## src/core/wakeup_pkg.sv

```systemverilog
package wakeup_pkg;

	// Clock and wake-up timing
	localparam int CLK_HZ            = 20_000_000;
	localparam int STEP_LONG_MS      = 100;
	localparam int STEP_SHORT_MS     = 10;
	localparam int STEP_LONG_CYCLES  = STEP_LONG_MS * (CLK_HZ / 1000);
	localparam int STEP_SHORT_CYCLES = STEP_SHORT_MS * (CLK_HZ / 1000);

	// Register indices; the byte address is four times the index
	localparam int ADDR_W            = 12;
	localparam int IDX_WAKEUP_CTRL   = 'h31;
	localparam int IDX_AMP_CONFIG    = 'h32;
	localparam int IDX_AMP_REFERENCE = 'h33;
	localparam int IDX_AMP_AVERAGE   = 'h34;
	localparam int IDX_PH_CONFIG     = 'h36;
	localparam int IDX_PH_REFERENCE  = 'h37;
	localparam int IDX_CAP_CONFIG    = 'h3A;
	localparam int IDX_CAP_REFERENCE = 'h3B;
	localparam int IDX_AUX_STATUS    = 'h3C;
	localparam int IDX_IRQ_STATUS    = 'h40;
	localparam int IDX_IRQ_MASK      = 'h41;
	localparam int IDX_COMMAND       = 'h42;

	localparam logic [ADDR_W-1:0] ADDR_WAKEUP_CTRL   = ADDR_W'(IDX_WAKEUP_CTRL * 4);
	localparam logic [ADDR_W-1:0] ADDR_AMP_CONFIG    = ADDR_W'(IDX_AMP_CONFIG * 4);
	localparam logic [ADDR_W-1:0] ADDR_AMP_REFERENCE = ADDR_W'(IDX_AMP_REFERENCE * 4);
	localparam logic [ADDR_W-1:0] ADDR_AMP_AVERAGE   = ADDR_W'(IDX_AMP_AVERAGE * 4);
	localparam logic [ADDR_W-1:0] ADDR_PH_CONFIG     = ADDR_W'(IDX_PH_CONFIG * 4);
	localparam logic [ADDR_W-1:0] ADDR_PH_REFERENCE  = ADDR_W'(IDX_PH_REFERENCE * 4);
	localparam logic [ADDR_W-1:0] ADDR_CAP_CONFIG    = ADDR_W'(IDX_CAP_CONFIG * 4);
	localparam logic [ADDR_W-1:0] ADDR_CAP_REFERENCE = ADDR_W'(IDX_CAP_REFERENCE * 4);
	localparam logic [ADDR_W-1:0] ADDR_AUX_STATUS    = ADDR_W'(IDX_AUX_STATUS * 4);
	localparam logic [ADDR_W-1:0] ADDR_IRQ_STATUS    = ADDR_W'(IDX_IRQ_STATUS * 4);
	localparam logic [ADDR_W-1:0] ADDR_IRQ_MASK      = ADDR_W'(IDX_IRQ_MASK * 4);
	localparam logic [ADDR_W-1:0] ADDR_COMMAND       = ADDR_W'(IDX_COMMAND * 4);

	localparam logic [7:0] REG_RESET = 8'h00;

	// Wake-up control fields
	localparam int WT_RANGE_BIT = 7;
	localparam int WT_CODE_LSB  = 4;
	localparam int WT_EVERY_BIT = 3;
	localparam int WT_AMP_BIT   = 2;
	localparam int WT_PH_BIT    = 1;
	localparam int WT_CAP_BIT   = 0;

	// Check configuration fields, same layout for every channel
	localparam int CFG_DELTA_LSB   = 4;
	localparam int CFG_INCLUDE_BIT = 3;
	localparam int CFG_WEIGHT_LSB  = 1;
	localparam int CFG_AVG_REF_BIT = 0;
	localparam int WEIGHT_SHIFT_MIN = 2;
	localparam int AVG_FRAC = 5;

	// Interrupt status and mask bits
	localparam int IRQ_TIMEOUT_BIT = 0;
	localparam int IRQ_AMP_BIT     = 1;
	localparam int IRQ_PH_BIT      = 2;
	localparam int IRQ_CAP_BIT     = 3;
	localparam int IRQ_W           = 4;

	localparam int CMD_RESTORE_BIT = 0;

	localparam logic [1:0] RESP_OKAY   = 2'h0;
	localparam logic [1:0] RESP_SLVERR = 2'h2;

	typedef struct packed {
		logic channel_phase;
		logic field_detect;
		logic tx_active;
		logic osc_stable;
		logic rx_enabled;
		logic rx_receiving;
		logic peer_detect;
		logic collision_avoidance_active;
	} aux_state_s;

	typedef struct packed {
		logic       done;
		logic [7:0] value;
	} meas_result_s;

endpackage : wakeup_pkg

```

## src/core/measure_channel.sv

```systemverilog
`timescale 1ns/1ps
`default_nettype none
module measure_channel (
	input  wire logic                     ref_clk,
	input  wire logic                     resetn,
	input  wire logic                     restore,
	input  wire logic [7:0]               config_value,
	input  wire logic [7:0]               reference_value,
	input  wire wakeup_pkg::meas_result_s result,
	output logic                          triggered,
	output logic [7:0]                    average
);
	import wakeup_pkg::*;

	localparam int AW = 8 + AVG_FRAC;

	logic [3:0]      amplitude_delta_threshold;
	logic            include_triggering_sample;
	logic [1:0]      average_weight_select;
	logic            average_as_reference;
	logic [AW-1:0]   acc;
	logic [7:0]      compare_ref;
	logic            exceeds;
	logic [2:0]      shift;
	logic signed [AW+1:0] err;
	logic signed [AW+1:0] sum;
	logic [AW-1:0]   next_acc;

	function automatic logic [7:0] abs_diff(input logic [7:0] a, input logic [7:0] b);
		abs_diff = (a > b) ? a - b : b - a;
	endfunction : abs_diff

	assign amplitude_delta_threshold = config_value[CFG_DELTA_LSB +: 4];
	assign include_triggering_sample = config_value[CFG_INCLUDE_BIT];
	assign average_weight_select     = config_value[CFG_WEIGHT_LSB +: 2];
	assign average_as_reference      = config_value[CFG_AVG_REF_BIT];
	assign average = acc[AW-1:AVG_FRAC];

	assign compare_ref = average_as_reference ? average : reference_value;
	assign exceeds = abs_diff(result.value, compare_ref) > {4'h0, amplitude_delta_threshold};

	// Weight 4/8/16/32 is a right shift of 2..5
	assign shift = 3'(WEIGHT_SHIFT_MIN) + {1'b0, average_weight_select};
	assign err = $signed({2'b00, result.value, AVG_FRAC'(0)}) - $signed({2'b00, acc});
	assign sum = $signed({2'b00, acc}) + (err >>> shift);
	assign next_acc = sum[AW-1:0];

	always_ff @(posedge ref_clk or negedge resetn) begin
		if (!resetn) begin
			triggered <= 1'b0;
		end else begin
			triggered <= result.done && exceeds;
		end
	end

	// Average carries fractional bits so small steps are not lost to truncation
	always_ff @(posedge ref_clk or negedge resetn) begin
		if (!resetn) begin
			acc <= '0;
		end else if (restore) begin
			acc <= '0;
		end else if (result.done && average_as_reference
			&& (!exceeds || include_triggering_sample)) begin
			acc <= next_acc;
		end
	end
endmodule : measure_channel
`default_nettype wire

```

## src/core/wakeup_tick_gen.sv

```systemverilog
`timescale 1ns/1ps
`default_nettype none
module wakeup_tick_gen #(
	parameter int SHORT_CYCLES = 200_000,
	parameter int LONG_CYCLES  = 2_000_000
) (
	input  wire logic       ref_clk,
	input  wire logic       resetn,
	input  wire logic       restart,
	input  wire logic       enable,
	input  wire logic       range_short,
	input  wire logic [2:0] timeout_code,
	output logic            tick
);
	localparam int PW = $clog2(LONG_CYCLES + 1);

	logic [PW-1:0] prescale;
	logic [PW-1:0] step_last;
	logic [2:0]    step;

	assign step_last = range_short ? PW'(SHORT_CYCLES - 1) : PW'(LONG_CYCLES - 1);

	// Period is (code + 1) whole base steps
	always_ff @(posedge ref_clk or negedge resetn) begin
		if (!resetn) begin
			prescale <= '0;
			step     <= 3'h0;
			tick     <= 1'b0;
		end else begin
			tick <= 1'b0;
			if (restart || !enable) begin
				prescale <= '0;
				step     <= 3'h0;
			end else if (prescale == step_last) begin
				prescale <= '0;
				if (step == timeout_code) begin
					step <= 3'h0;
					tick <= 1'b1;
				end else begin
					step <= step + 3'h1;
				end
			end else begin
				prescale <= prescale + PW'(1);
			end
		end
	end
endmodule : wakeup_tick_gen
`default_nettype wire

```

## src/core/wakeup_timer_presence_detect.sv

```systemverilog
`timescale 1ns/1ps
`default_nettype none
// Function
// - Wake-up period is (code + 1) steps of 100 ms, or 10 ms with range set.
// - With every-timeout bit set, each timer expiry raises an interrupt.
// - Amplitude check bit runs amplitude measurement per timeout, interrupt beyond delta.
// - Phase check bit runs phase measurement per timeout, interrupt beyond delta.
// - Capacitance check bit runs capacitance measurement per timeout, interrupt beyond delta.
// - Amplitude config bits 7..4 hold the four-bit amplitude delta.
// - Config bit 3 decides whether a triggering sample enters the average.
// - Weight codes 00..11 select 4, 8, 16, 32 for the newest sample.
// - Config bit 0 compares against the running average, not the stored reference.
// - Eight-bit read-write amplitude reference register holds the comparison value.
// - Control, config and reference registers clear on reset and restore command.
// - Auxiliary status clears on reset and restore, then shows live state.
// - Status bit 7 shows selected channel: 0 amplitude, 1 phase.
// - Status bit 6 mirrors the external field detector output.
// - Status bit 5 is 1 while transmitting.
// - Status bit 4 is 1 once the crystal oscillator runs stable.
// - Status bit 3 shows decoder enabled, bit 2 decoder receiving.
// - Status bit 1 shows peer detection mode, bit 0 collision avoidance.
module wakeup_timer_presence_detect #(
	parameter int SHORT_STEP_CYCLES = wakeup_pkg::STEP_SHORT_CYCLES,
	parameter int LONG_STEP_CYCLES  = wakeup_pkg::STEP_LONG_CYCLES
) (
	input  wire logic                     ref_clk,
	input  wire logic                     resetn,
	input  wire logic [11:0]              s_axi_awaddr,
	input  wire logic                     s_axi_awvalid,
	output logic                          s_axi_awready,
	input  wire logic [31:0]              s_axi_wdata,
	input  wire logic [3:0]               s_axi_wstrb,
	input  wire logic                     s_axi_wvalid,
	output logic                          s_axi_wready,
	output logic [1:0]                    s_axi_bresp,
	output logic                          s_axi_bvalid,
	input  wire logic                     s_axi_bready,
	input  wire logic [11:0]              s_axi_araddr,
	input  wire logic                     s_axi_arvalid,
	output logic                          s_axi_arready,
	output logic [31:0]                   s_axi_rdata,
	output logic [1:0]                    s_axi_rresp,
	output logic                          s_axi_rvalid,
	input  wire logic                     s_axi_rready,
	input  wire wakeup_pkg::aux_state_s   aux_state,
	input  wire wakeup_pkg::meas_result_s amp_result,
	input  wire wakeup_pkg::meas_result_s phase_result,
	input  wire wakeup_pkg::meas_result_s cap_result,
	output logic [2:0]                    meas_start,
	output logic                          irq
);
	import wakeup_pkg::*;

	logic [7:0]        wakeup_timer_control;
	logic [7:0]        amplitude_check_config;
	logic [7:0]        amplitude_reference;
	logic [7:0]        phase_check_config;
	logic [7:0]        phase_reference;
	logic [7:0]        cap_check_config;
	logic [7:0]        cap_reference;
	logic [7:0]        auxiliary_status;
	logic [IRQ_W-1:0]  irq_status;
	logic [IRQ_W-1:0]  irq_mask;
	logic [IRQ_W-1:0]  irq_set;
	logic [IRQ_W-1:0]  irq_clear;
	aux_state_s        aux_meta;
	aux_state_s        aux_sync;
	logic              restore;
	logic              timer_restart;
	logic              tick;
	logic [2:0]        waiting;
	logic [2:0]        check_enable;
	logic [2:0]        triggered;
	meas_result_s      amp_accept;
	meas_result_s      phase_accept;
	meas_result_s      cap_accept;
	logic [7:0]        amp_average;
	logic [7:0]        phase_average;
	logic [7:0]        cap_average;
	logic              aw_held;
	logic              w_held;
	logic [ADDR_W-1:0] wr_addr;
	logic [7:0]        wr_data;
	logic              wr_lane;
	logic              do_write;
	logic              wr_hit;
	logic              rd_hit;
	logic [7:0]        rd_value;

	function automatic logic is_write(input logic [ADDR_W-1:0] addr,
		input logic [ADDR_W-1:0] target);
		is_write = (addr == target);
	endfunction : is_write

	assign check_enable = {wakeup_timer_control[WT_AMP_BIT], wakeup_timer_control[WT_PH_BIT],
		wakeup_timer_control[WT_CAP_BIT]};
	assign do_write = aw_held && w_held && !s_axi_bvalid;

	// Live state crosses in from the transceiver through two flops
	always_ff @(posedge ref_clk or negedge resetn) begin
		if (!resetn) begin
			aux_meta <= '0;
			aux_sync <= '0;
		end else begin
			aux_meta <= aux_state;
			aux_sync <= aux_meta;
		end
	end

	// Bit order of the struct places each flag at its status position
	always_ff @(posedge ref_clk or negedge resetn) begin
		if (!resetn) begin
			auxiliary_status <= REG_RESET;
		end else if (restore) begin
			auxiliary_status <= REG_RESET;
		end else begin
			auxiliary_status <= aux_sync;
		end
	end

	// AXI write address and data are taken in either order
	always_ff @(posedge ref_clk or negedge resetn) begin
		if (!resetn) begin
			s_axi_awready <= 1'b1;
			s_axi_wready  <= 1'b1;
			s_axi_bvalid  <= 1'b0;
			s_axi_bresp   <= RESP_OKAY;
			aw_held       <= 1'b0;
			w_held        <= 1'b0;
			wr_addr       <= '0;
			wr_data       <= 8'h00;
			wr_lane       <= 1'b0;
		end else begin
			if (s_axi_awvalid && s_axi_awready) begin
				s_axi_awready <= 1'b0;
				aw_held       <= 1'b1;
				wr_addr       <= s_axi_awaddr;
			end
			if (s_axi_wvalid && s_axi_wready) begin
				s_axi_wready <= 1'b0;
				w_held       <= 1'b1;
				wr_data      <= s_axi_wdata[7:0];
				wr_lane      <= s_axi_wstrb[0];
			end
			if (do_write) begin
				aw_held      <= 1'b0;
				w_held       <= 1'b0;
				s_axi_bvalid <= 1'b1;
				s_axi_bresp  <= wr_hit ? RESP_OKAY : RESP_SLVERR;
			end
			if (s_axi_bvalid && s_axi_bready) begin
				s_axi_bvalid  <= 1'b0;
				s_axi_awready <= 1'b1;
				s_axi_wready  <= 1'b1;
			end
		end
	end

	always_comb begin
		wr_hit = 1'b1;
		unique case (wr_addr)
			ADDR_WAKEUP_CTRL, ADDR_AMP_CONFIG, ADDR_AMP_REFERENCE, ADDR_PH_CONFIG,
			ADDR_PH_REFERENCE, ADDR_CAP_CONFIG, ADDR_CAP_REFERENCE, ADDR_IRQ_STATUS,
			ADDR_IRQ_MASK, ADDR_COMMAND: wr_hit = 1'b1;
			ADDR_AMP_AVERAGE, ADDR_AUX_STATUS: wr_hit = 1'b1;
			default: wr_hit = 1'b0;
		endcase
	end

	// Restore command takes effect the cycle after its write and wins over writes
	always_ff @(posedge ref_clk or negedge resetn) begin
		if (!resetn) begin
			restore       <= 1'b0;
			timer_restart <= 1'b0;
		end else begin
			restore <= do_write && wr_lane && is_write(wr_addr, ADDR_COMMAND)
				&& wr_data[CMD_RESTORE_BIT];
			timer_restart <= do_write && wr_lane && is_write(wr_addr, ADDR_WAKEUP_CTRL);
		end
	end

	always_ff @(posedge ref_clk or negedge resetn) begin
		if (!resetn) begin
			wakeup_timer_control   <= REG_RESET;
			amplitude_check_config <= REG_RESET;
			amplitude_reference    <= REG_RESET;
			phase_check_config     <= REG_RESET;
			phase_reference        <= REG_RESET;
			cap_check_config       <= REG_RESET;
			cap_reference          <= REG_RESET;
		end else if (restore) begin
			wakeup_timer_control   <= REG_RESET;
			amplitude_check_config <= REG_RESET;
			amplitude_reference    <= REG_RESET;
			phase_check_config     <= REG_RESET;
			phase_reference        <= REG_RESET;
			cap_check_config       <= REG_RESET;
			cap_reference          <= REG_RESET;
		end else if (do_write && wr_lane) begin
			if (is_write(wr_addr, ADDR_WAKEUP_CTRL)) begin
				wakeup_timer_control <= wr_data;
			end
			if (is_write(wr_addr, ADDR_AMP_CONFIG)) begin
				amplitude_check_config <= wr_data;
			end
			if (is_write(wr_addr, ADDR_AMP_REFERENCE)) begin
				amplitude_reference <= wr_data;
			end
			if (is_write(wr_addr, ADDR_PH_CONFIG)) begin
				phase_check_config <= wr_data;
			end
			if (is_write(wr_addr, ADDR_PH_REFERENCE)) begin
				phase_reference <= wr_data;
			end
			if (is_write(wr_addr, ADDR_CAP_CONFIG)) begin
				cap_check_config <= wr_data;
			end
			if (is_write(wr_addr, ADDR_CAP_REFERENCE)) begin
				cap_reference <= wr_data;
			end
		end
	end

	wakeup_tick_gen #(
		.SHORT_CYCLES (SHORT_STEP_CYCLES),
		.LONG_CYCLES  (LONG_STEP_CYCLES)
	) u_tick (
		.ref_clk      (ref_clk),
		.resetn       (resetn),
		.restart      (timer_restart || restore),
		.enable       (wakeup_timer_control[WT_EVERY_BIT:0] != 4'h0),
		.range_short  (wakeup_timer_control[WT_RANGE_BIT]),
		.timeout_code (wakeup_timer_control[WT_CODE_LSB +: 3]),
		.tick         (tick)
	);

	// A channel still measuring skips the next timeout rather than queueing it
	always_ff @(posedge ref_clk or negedge resetn) begin
		if (!resetn) begin
			meas_start <= 3'h0;
			waiting    <= 3'h0;
		end else begin
			meas_start <= tick ? (check_enable & ~waiting) : 3'h0;
			waiting    <= (waiting | meas_start)
				& ~{amp_result.done, phase_result.done, cap_result.done};
		end
	end

	// Results only count while the matching measurement is outstanding
	assign amp_accept   = '{done: amp_result.done && waiting[2], value: amp_result.value};
	assign phase_accept = '{done: phase_result.done && waiting[1], value: phase_result.value};
	assign cap_accept   = '{done: cap_result.done && waiting[0], value: cap_result.value};

	measure_channel u_amp (
		.ref_clk         (ref_clk),
		.resetn          (resetn),
		.restore         (restore),
		.config_value    (amplitude_check_config),
		.reference_value (amplitude_reference),
		.result          (amp_accept),
		.triggered       (triggered[2]),
		.average         (amp_average)
	);

	measure_channel u_phase (
		.ref_clk         (ref_clk),
		.resetn          (resetn),
		.restore         (restore),
		.config_value    (phase_check_config),
		.reference_value (phase_reference),
		.result          (phase_accept),
		.triggered       (triggered[1]),
		.average         (phase_average)
	);

	measure_channel u_cap (
		.ref_clk         (ref_clk),
		.resetn          (resetn),
		.restore         (restore),
		.config_value    (cap_check_config),
		.reference_value (cap_reference),
		.result          (cap_accept),
		.triggered       (triggered[0]),
		.average         (cap_average)
	);

	always_comb begin
		irq_set = '0;
		irq_set[IRQ_TIMEOUT_BIT] = tick && wakeup_timer_control[WT_EVERY_BIT];
		irq_set[IRQ_AMP_BIT]     = triggered[2];
		irq_set[IRQ_PH_BIT]      = triggered[1];
		irq_set[IRQ_CAP_BIT]     = triggered[0];
		irq_clear = '0;
		if (do_write && wr_lane && is_write(wr_addr, ADDR_IRQ_STATUS)) begin
			irq_clear = wr_data[IRQ_W-1:0];
		end
	end

	// A new event in the clearing cycle survives the clear
	always_ff @(posedge ref_clk or negedge resetn) begin
		if (!resetn) begin
			irq_status <= '0;
			irq_mask   <= '0;
			irq        <= 1'b0;
		end else begin
			irq_status <= (irq_status & ~irq_clear) | irq_set;
			if (do_write && wr_lane && is_write(wr_addr, ADDR_IRQ_MASK)) begin
				irq_mask <= wr_data[IRQ_W-1:0];
			end
			irq <= |(((irq_status & ~irq_clear) | irq_set) & irq_mask);
		end
	end

	always_comb begin
		rd_hit   = 1'b1;
		rd_value = 8'h00;
		unique case (s_axi_araddr)
			ADDR_WAKEUP_CTRL:   rd_value = wakeup_timer_control;
			ADDR_AMP_CONFIG:    rd_value = amplitude_check_config;
			ADDR_AMP_REFERENCE: rd_value = amplitude_reference;
			ADDR_AMP_AVERAGE:   rd_value = amp_average;
			ADDR_PH_CONFIG:     rd_value = phase_check_config;
			ADDR_PH_REFERENCE:  rd_value = phase_reference;
			ADDR_CAP_CONFIG:    rd_value = cap_check_config;
			ADDR_CAP_REFERENCE: rd_value = cap_reference;
			ADDR_AUX_STATUS:    rd_value = auxiliary_status;
			ADDR_IRQ_STATUS:    rd_value = {4'h0, irq_status};
			ADDR_IRQ_MASK:      rd_value = {4'h0, irq_mask};
			ADDR_COMMAND:       rd_value = 8'h00;
			default:            rd_hit = 1'b0;
		endcase
	end

	always_ff @(posedge ref_clk or negedge resetn) begin
		if (!resetn) begin
			s_axi_arready <= 1'b1;
			s_axi_rvalid  <= 1'b0;
			s_axi_rdata   <= 32'h00000000;
			s_axi_rresp   <= RESP_OKAY;
		end else begin
			if (s_axi_arvalid && s_axi_arready) begin
				s_axi_arready <= 1'b0;
				s_axi_rvalid  <= 1'b1;
				s_axi_rdata   <= {24'h000000, rd_value};
				s_axi_rresp   <= rd_hit ? RESP_OKAY : RESP_SLVERR;
			end
			if (s_axi_rvalid && s_axi_rready) begin
				s_axi_rvalid  <= 1'b0;
				s_axi_arready <= 1'b1;
			end
		end
	end
endmodule : wakeup_timer_presence_detect
`default_nettype wire

```

## config.mk

```make
export PLATFORM = sky130hd
export DESIGN_NAME = wakeup_timer_presence_detect
export DESIGN_NICKNAME = d
export VERILOG_FILES = /design/src/core/wakeup_pkg.sv /design/src/core/measure_channel.sv /design/src/core/wakeup_tick_gen.sv /design/src/core/wakeup_timer_presence_detect.sv
export SDC_FILE = /design/constraint.sdc
export NUM_CORES = 1
export LEC_CHECK = 0
export BUFFER_PORTS_ARGS = -buffer_cell sky130_fd_sc_hd__buf_4
export CAP_MARGIN = 20
export CORE_MARGIN = 2
export CORE_UTILIZATION = 45
export CTS_CLUSTER_SIZE = 20
export DETAILED_ROUTE_END_ITERATION = 16
export GPL_ROUTABILITY_DRIVEN = 0
export MAX_ROUTING_LAYER = met4
export SLEW_MARGIN = 25
export SYNTH_ARGS = -nofsm -noshare
export SYNTH_HDL_FRONTEND = slang
export SYNTH_HIERARCHICAL = 1
export SYNTH_SLANG_ARGS = --single-unit
export TNS_END_PERCENT = 1
```

## constraint.sdc

```tcl
create_clock -name ref_clk -period 5 [get_ports ref_clk]
set_input_delay 0.25 -clock ref_clk [delete_from_list [all_inputs] [get_ports ref_clk]]
set_output_delay 0.25 -clock ref_clk [all_outputs]
set_load 0.01 [all_outputs]
```

== Yosys cells after proc, flatten, opt, wreduce, memory -nomap -nowiden ==
Cells that the tools add are included.

* Order comparisons: 6
* Reduce and logical (&&, ||, !) cells: 65
* $add $sub $neg: 17
* Equality and inequality tests: 26
* Shifts and indexed selects: 3
* Multiplexer cells: 64
* Bitwise operators: 9

{| class="wikitable"
|+ Operators with widths
! cell !! count
|-
| two-way mux 8 bit || 28
|-
| == test 12 x 8 -> 1 bit (second input constant) || 18
|-
| one-hot mux 8 bit (11 select lines) || 1
|-
| two-way mux 13 bit || 6
|-
| == test 12 x 9 -> 1 bit (second input constant) || 6
|-
| two-way mux 21 bit || 3
|-
| subtractor 8 bit || 6
|-
| >>> shifter 15 x 3 -> 13 bit || 3
|-
| subtractor 13 x 13 -> 14 bit || 3
|-
| adder 13 bit || 3
|-
| nonzero test 2 bit || 18
|-
| logical AND 1 bit || 26
|-
| greater-than comparator 8 x 4 -> 1 bit || 3
|-
| greater-than comparator 8 bit || 3
|-
| OR reduction 12 bit || 2
|-
| adder 21 x 1 -> 21 bit (second input constant) || 1
|-
| == test 21 bit || 1
|-
| two-way mux 1 bit || 19
|-
| AND reduction 2 bit || 7
|-
| two-way mux 3 bit || 4
|-
| adder 2 x 2 -> 3 bit (first input constant) || 3
|-
| AND 4 bit || 2
|-
| AND 3 bit || 2
|-
| NOT 3 bit || 2
|-
| other kinds (11) || 20
|}

* Register bits after elaboration: 204
* Bits of input ports: 102
* Output and inout bits: 45

== Logic depth before layout (Yosys ltp) ==
* Depth after elaboration: 10
* Gate-level depth with buffers: 20

== By module ==
Netlist, hierarchy kept.

{| class="wikitable"
|+ Modules (own cells, without submodules)
! module !! sequential area each (um^2) !! cells each !! times used !! area an instance (um^2)
|-
| wakeup_timer_presence_detect || 3382.0 || 556 || 1 || 6374.9
|-
| measure_channel at u_cap ... || 350.3 || 375 || 2 || 2807.7
|-
| measure_channel at u_amp || 350.3 || 359 || 1 || 2770.2
|-
| wakeup_tick_gen || 625.6 || 144 || 1 || 1448.9
|}

== Worst setup path before layout ==
Ideal clock, no wire load.

* Kind: reg2reg
* Start point: register cap_check_config[0]
* End point: register u_cap.acc[7]
* Arrival time: 4.204 ns
* Path slack: 0.718 ns
* Clock period less this slack: 4.282 ns
* Stages on the path, launching flop included: 18
* Path buffers: 2
* Cells stage by stage: dfrtp_1 -> clkbuf_1 -> mux2i_1 -> inv_1 -> ha_1 -> buf_6 -> a21oi_1 -> a21oi_1 -> o21ai_4 -> mux2_2 -> ha_1 -> a21oi_1 -> o21ai_0 -> o21ai_0 -> o2111ai_1 -> o41a_1 -> or4_1 -> a21oi_1

* Word-level cells in the longest chain between the ends: 8
* Elaborated cells between the ends (all ways): 11

{| class="wikitable"
|+ Ends and longest elaborated chain
! what !! line !! source
|-
| start, declared || wakeup_timer_presence_detect.sv:59 || <nowiki>logic [7:0] cap_check_config;</nowiki>
|-
| start signal, assigned || wakeup_timer_presence_detect.sv:216 || <nowiki>cap_check_config <= wr_data;</nowiki>
|-
| two-way mux 8 bit || measure_channel.sv:39 || <nowiki>assign compare_ref = average_as_reference ? average : reference_value;</nowiki>
|-
| subtractor 8 bit / greater-than comparator 8 bit (equally long branches) || measure_channel.sv:30 || <nowiki>abs_diff = (a > b) ? a - b : b - a;</nowiki>
|-
| two-way mux 8 bit || measure_channel.sv:30 ||
|-
| greater-than comparator 8 x 4 -> 1 bit || measure_channel.sv:40 || <nowiki>assign exceeds = abs_diff(result.value, compare_ref) > {4'h0, amplitude_delta_threshold};</nowiki>
|-
| logical NOT 1 bit || measure_channel.sv:63 || <nowiki>&& (!exceeds || include_triggering_sample)) begin</nowiki>
|-
| logical OR 1 bit || measure_channel.sv:63 ||
|-
| logical AND 1 bit * || measure_channel.sv:63 ||
|-
| nonzero test 2 bit (no line) * || n/a ||
|-
| end signal, assigned || measure_channel.sv:64 || <nowiki>acc <= next_acc;</nowiki>
|-
| end, declared || measure_channel.sv:21 || <nowiki>logic [AW-1:0] acc;</nowiki>
|}

Every way passes the cells marked *; elsewhere a longest branch is shown, timed or not.
A chain may end at the register's enable or synchronous reset.

== Worst setup path in the final report ==
* Start point: register phase_check_config[0]
* End point: register u_phase.acc[7]

* Word-level cells in the longest chain between the ends: 8
* Elaborated cells between the ends (all ways): 11

{| class="wikitable"
|+ Ends and longest elaborated chain
! what !! line !! source
|-
| start, declared || wakeup_timer_presence_detect.sv:57 || <nowiki>logic [7:0] phase_check_config;</nowiki>
|-
| start signal, assigned || wakeup_timer_presence_detect.sv:210 || <nowiki>phase_check_config <= wr_data;</nowiki>
|-
| two-way mux 8 bit || measure_channel.sv:39 ||
|-
| subtractor 8 bit / greater-than comparator 8 bit (equally long branches) || measure_channel.sv:30 ||
|-
| two-way mux 8 bit || measure_channel.sv:30 ||
|-
| greater-than comparator 8 x 4 -> 1 bit || measure_channel.sv:40 ||
|-
| logical NOT 1 bit || measure_channel.sv:63 ||
|-
| logical OR 1 bit || measure_channel.sv:63 ||
|-
| logical AND 1 bit * || measure_channel.sv:63 ||
|-
| nonzero test 2 bit (no line) * || n/a ||
|-
| end signal, assigned || measure_channel.sv:64 ||
|-
| end, declared || measure_channel.sv:21 ||
|}

Marked as above.

==> results.tsv <==
metric	value	unit
ant_nets	0	
vias_per_cell	5.72	
drive_gt1_frac	0.136	
setup_viol	0	
dp_cells	2290	
netlist_area	0.0161	mm²
finalCritPeriodShare	0.940	
hold_viol	0	
multi_input_comb_area	0.0101	mm²
dieArea	0.0373	mm²
skew	27.8	ps
final_cells	2376	
wirelength	42800	µm
path_depth	15	
worstSetupPathType	reg -> reg	
ctsHtreeMaxLevel	1	
required	5440	ps
rsz0062_at_grt	false	
clockRootBuffer	clkbuf_16	
start_kind	flip-flop	
core-area	0.0354	mm²
r2r_start	phase_check_config[0]	
fin_setup_tns	0	ps
initial_core_util	0.455	
clk_pin_slew	60	ps
num_vias	13585	
grt_pass1_wl	69100	µm
drt-pass1-iter-count	5	
rows	69	
worst_slack	301	ps
path_max_fanout	12	
track_usage	0.238	
r2r_setup_slack	300	ps
r2r_end	u_phase/acc[7]	
drc	0	
post-cts-setup-buffers	0	
crit_family	compound AO/OA/AOI/OAI gates	
cts_tree	yes	
drt-initial-drc-count	883	
grt_max_degree	118	
numCtsBuffers	23	
cap_violations	0	
status	completed	
antenna_found_initial	3	
power.leakage	8.61	nW
dp_hpwl	32000	µm
seqCellArea	0.00506	mm²
io_pins	147	
avgSynthCellArea	8.97	µm²
synth_cells	1793	
yosys_warnings	6	
fillers	3306	
pre_cts_ws	339	ps
fp.dieH	193	µm
hp-class	in -> reg	
fin_crit	4700	ps
insertion_delay	540	ps
globalRouteOverflowTotal	0	
fp.dieW	193	µm
port_buffers	93	
cts_sinks	202	
drv_slew	0	
ctsLongestPathBuffers	3	
grt_pass1_vias	12956	
crit_buf_inv	1	
max-vdd-ir-drop	0.000358	V
power.density	262	mW/mm²
cpPeakStageDelay	660	ps
worst_pin_slew	826	ps
critPathCaptureType	flip-flop	
area_growth	13.6	%
critical_path.most_common_cell	a21oi_1	
relSlewSlack	0.448	
fin_nets	2134	
wl_per_cell	18.0	µm
r2r_cells	15	
startpoint	phase_check_config[0]	
cp_slowest_cell	dfrtp_1	
cp_cell_sequence	mux2i_1, inv_1, ha_1, a21oi_1, a21oi_1, o21ai_4, mux2_2, ha_1, a21oi_1, o21ai_0, o21ai_0, o2111ai_1, o41a_1, or4_1, a21oi_1	
worstPathArrival	5140	ps
fmax	213	MHz
finalPower	4.80	mW
crit_end	u_phase/acc[7]	
[timing repair]
action                     CTS  global route
setup endpoints to repair    0             2
hold endpoints to repair   122             0
hold buffers                41             0
gates resized for setup      0             2
[tightest hold or removal path: stages]
cell     delay [ps]
buf_4           250
nand3_1         130
a32oi_1          90
[power breakdown]
part | switching [mW] | leakage (nW) | internal [mW]
combinational | 0.499 | 5.54 | 0.428
clock | 0.737 | 0.401 | 1.11
sequential | 0.258 | 2.67 | 1.77
total | 1.49 | 8.61 | 3.30
[per-layer routing]
metal | GRT usage | wire length, µm
met1 | 0.339 | 20900
met2 | 0.358 | 18900
met3 | 0.0248 | 1910
met4 | 0.0673 | 1090
met5 | - | 0
[metrics by stage]
step,area [µm²],hold slack (ps),utilization
after floorplan,16200,-45.6,-
after detailed placement,17000,336,0.481
final,18300,237,0.517
after global placement,17000,335,0.481
after global routing,18300,250,0.517
after CTS,18300,211,0.516
[worst min path at each step]
stage	start	end	slack [ps]	cells past startpoint
after floorplan	resetn	amplitude_check_config[0]	-50	0
after global placement	aux_meta[1]	aux_sync[1]	330	0
after detailed placement	aux_meta[1]	aux_sync[1]	340	0
after CTS	s_axi_araddr[2]	s_axi_rdata[0]	210	3
after global routing	s_axi_araddr[2]	s_axi_rdata[0]	250	3
final	s_axi_araddr[2]	s_axi_rdata[0]	240	3
[flip-flops by register name (all words and copies together), names as in the netlist, 12 cells and up]
signal	flops
u_cap/acc	13
wr_addr	12
u_amp/acc	13
u_tick/prescale	21
u_phase/acc	13
[cell usage in the layout, fill, tap and decap left out, types with 28 or more instances in the layout]
cell type and count:
dfrtp_1 196, nor2_1 159, a21oi_1 129, ha_1 128, inv_1 121, mux2i_1 119, nand2_1 111, buf_4 110
o21ai_0 100, nand3_1 77, mux2_2 47, dlygate4sd3_1 41, xor2_1 38, xnor2_1 36, nor3_1 28
[final cells by class]
type	count	area share
timing repair buffer	153	0.0695
clock buffer	27	0.0339
antenna	3	0.000411
inverter	123	0.0253
multi-input combinational	1392	0.551
clock inverter	15	0.0114
tap	461	0.0315
sequential	202	0.277
Power figures use the tool's default switching activity.
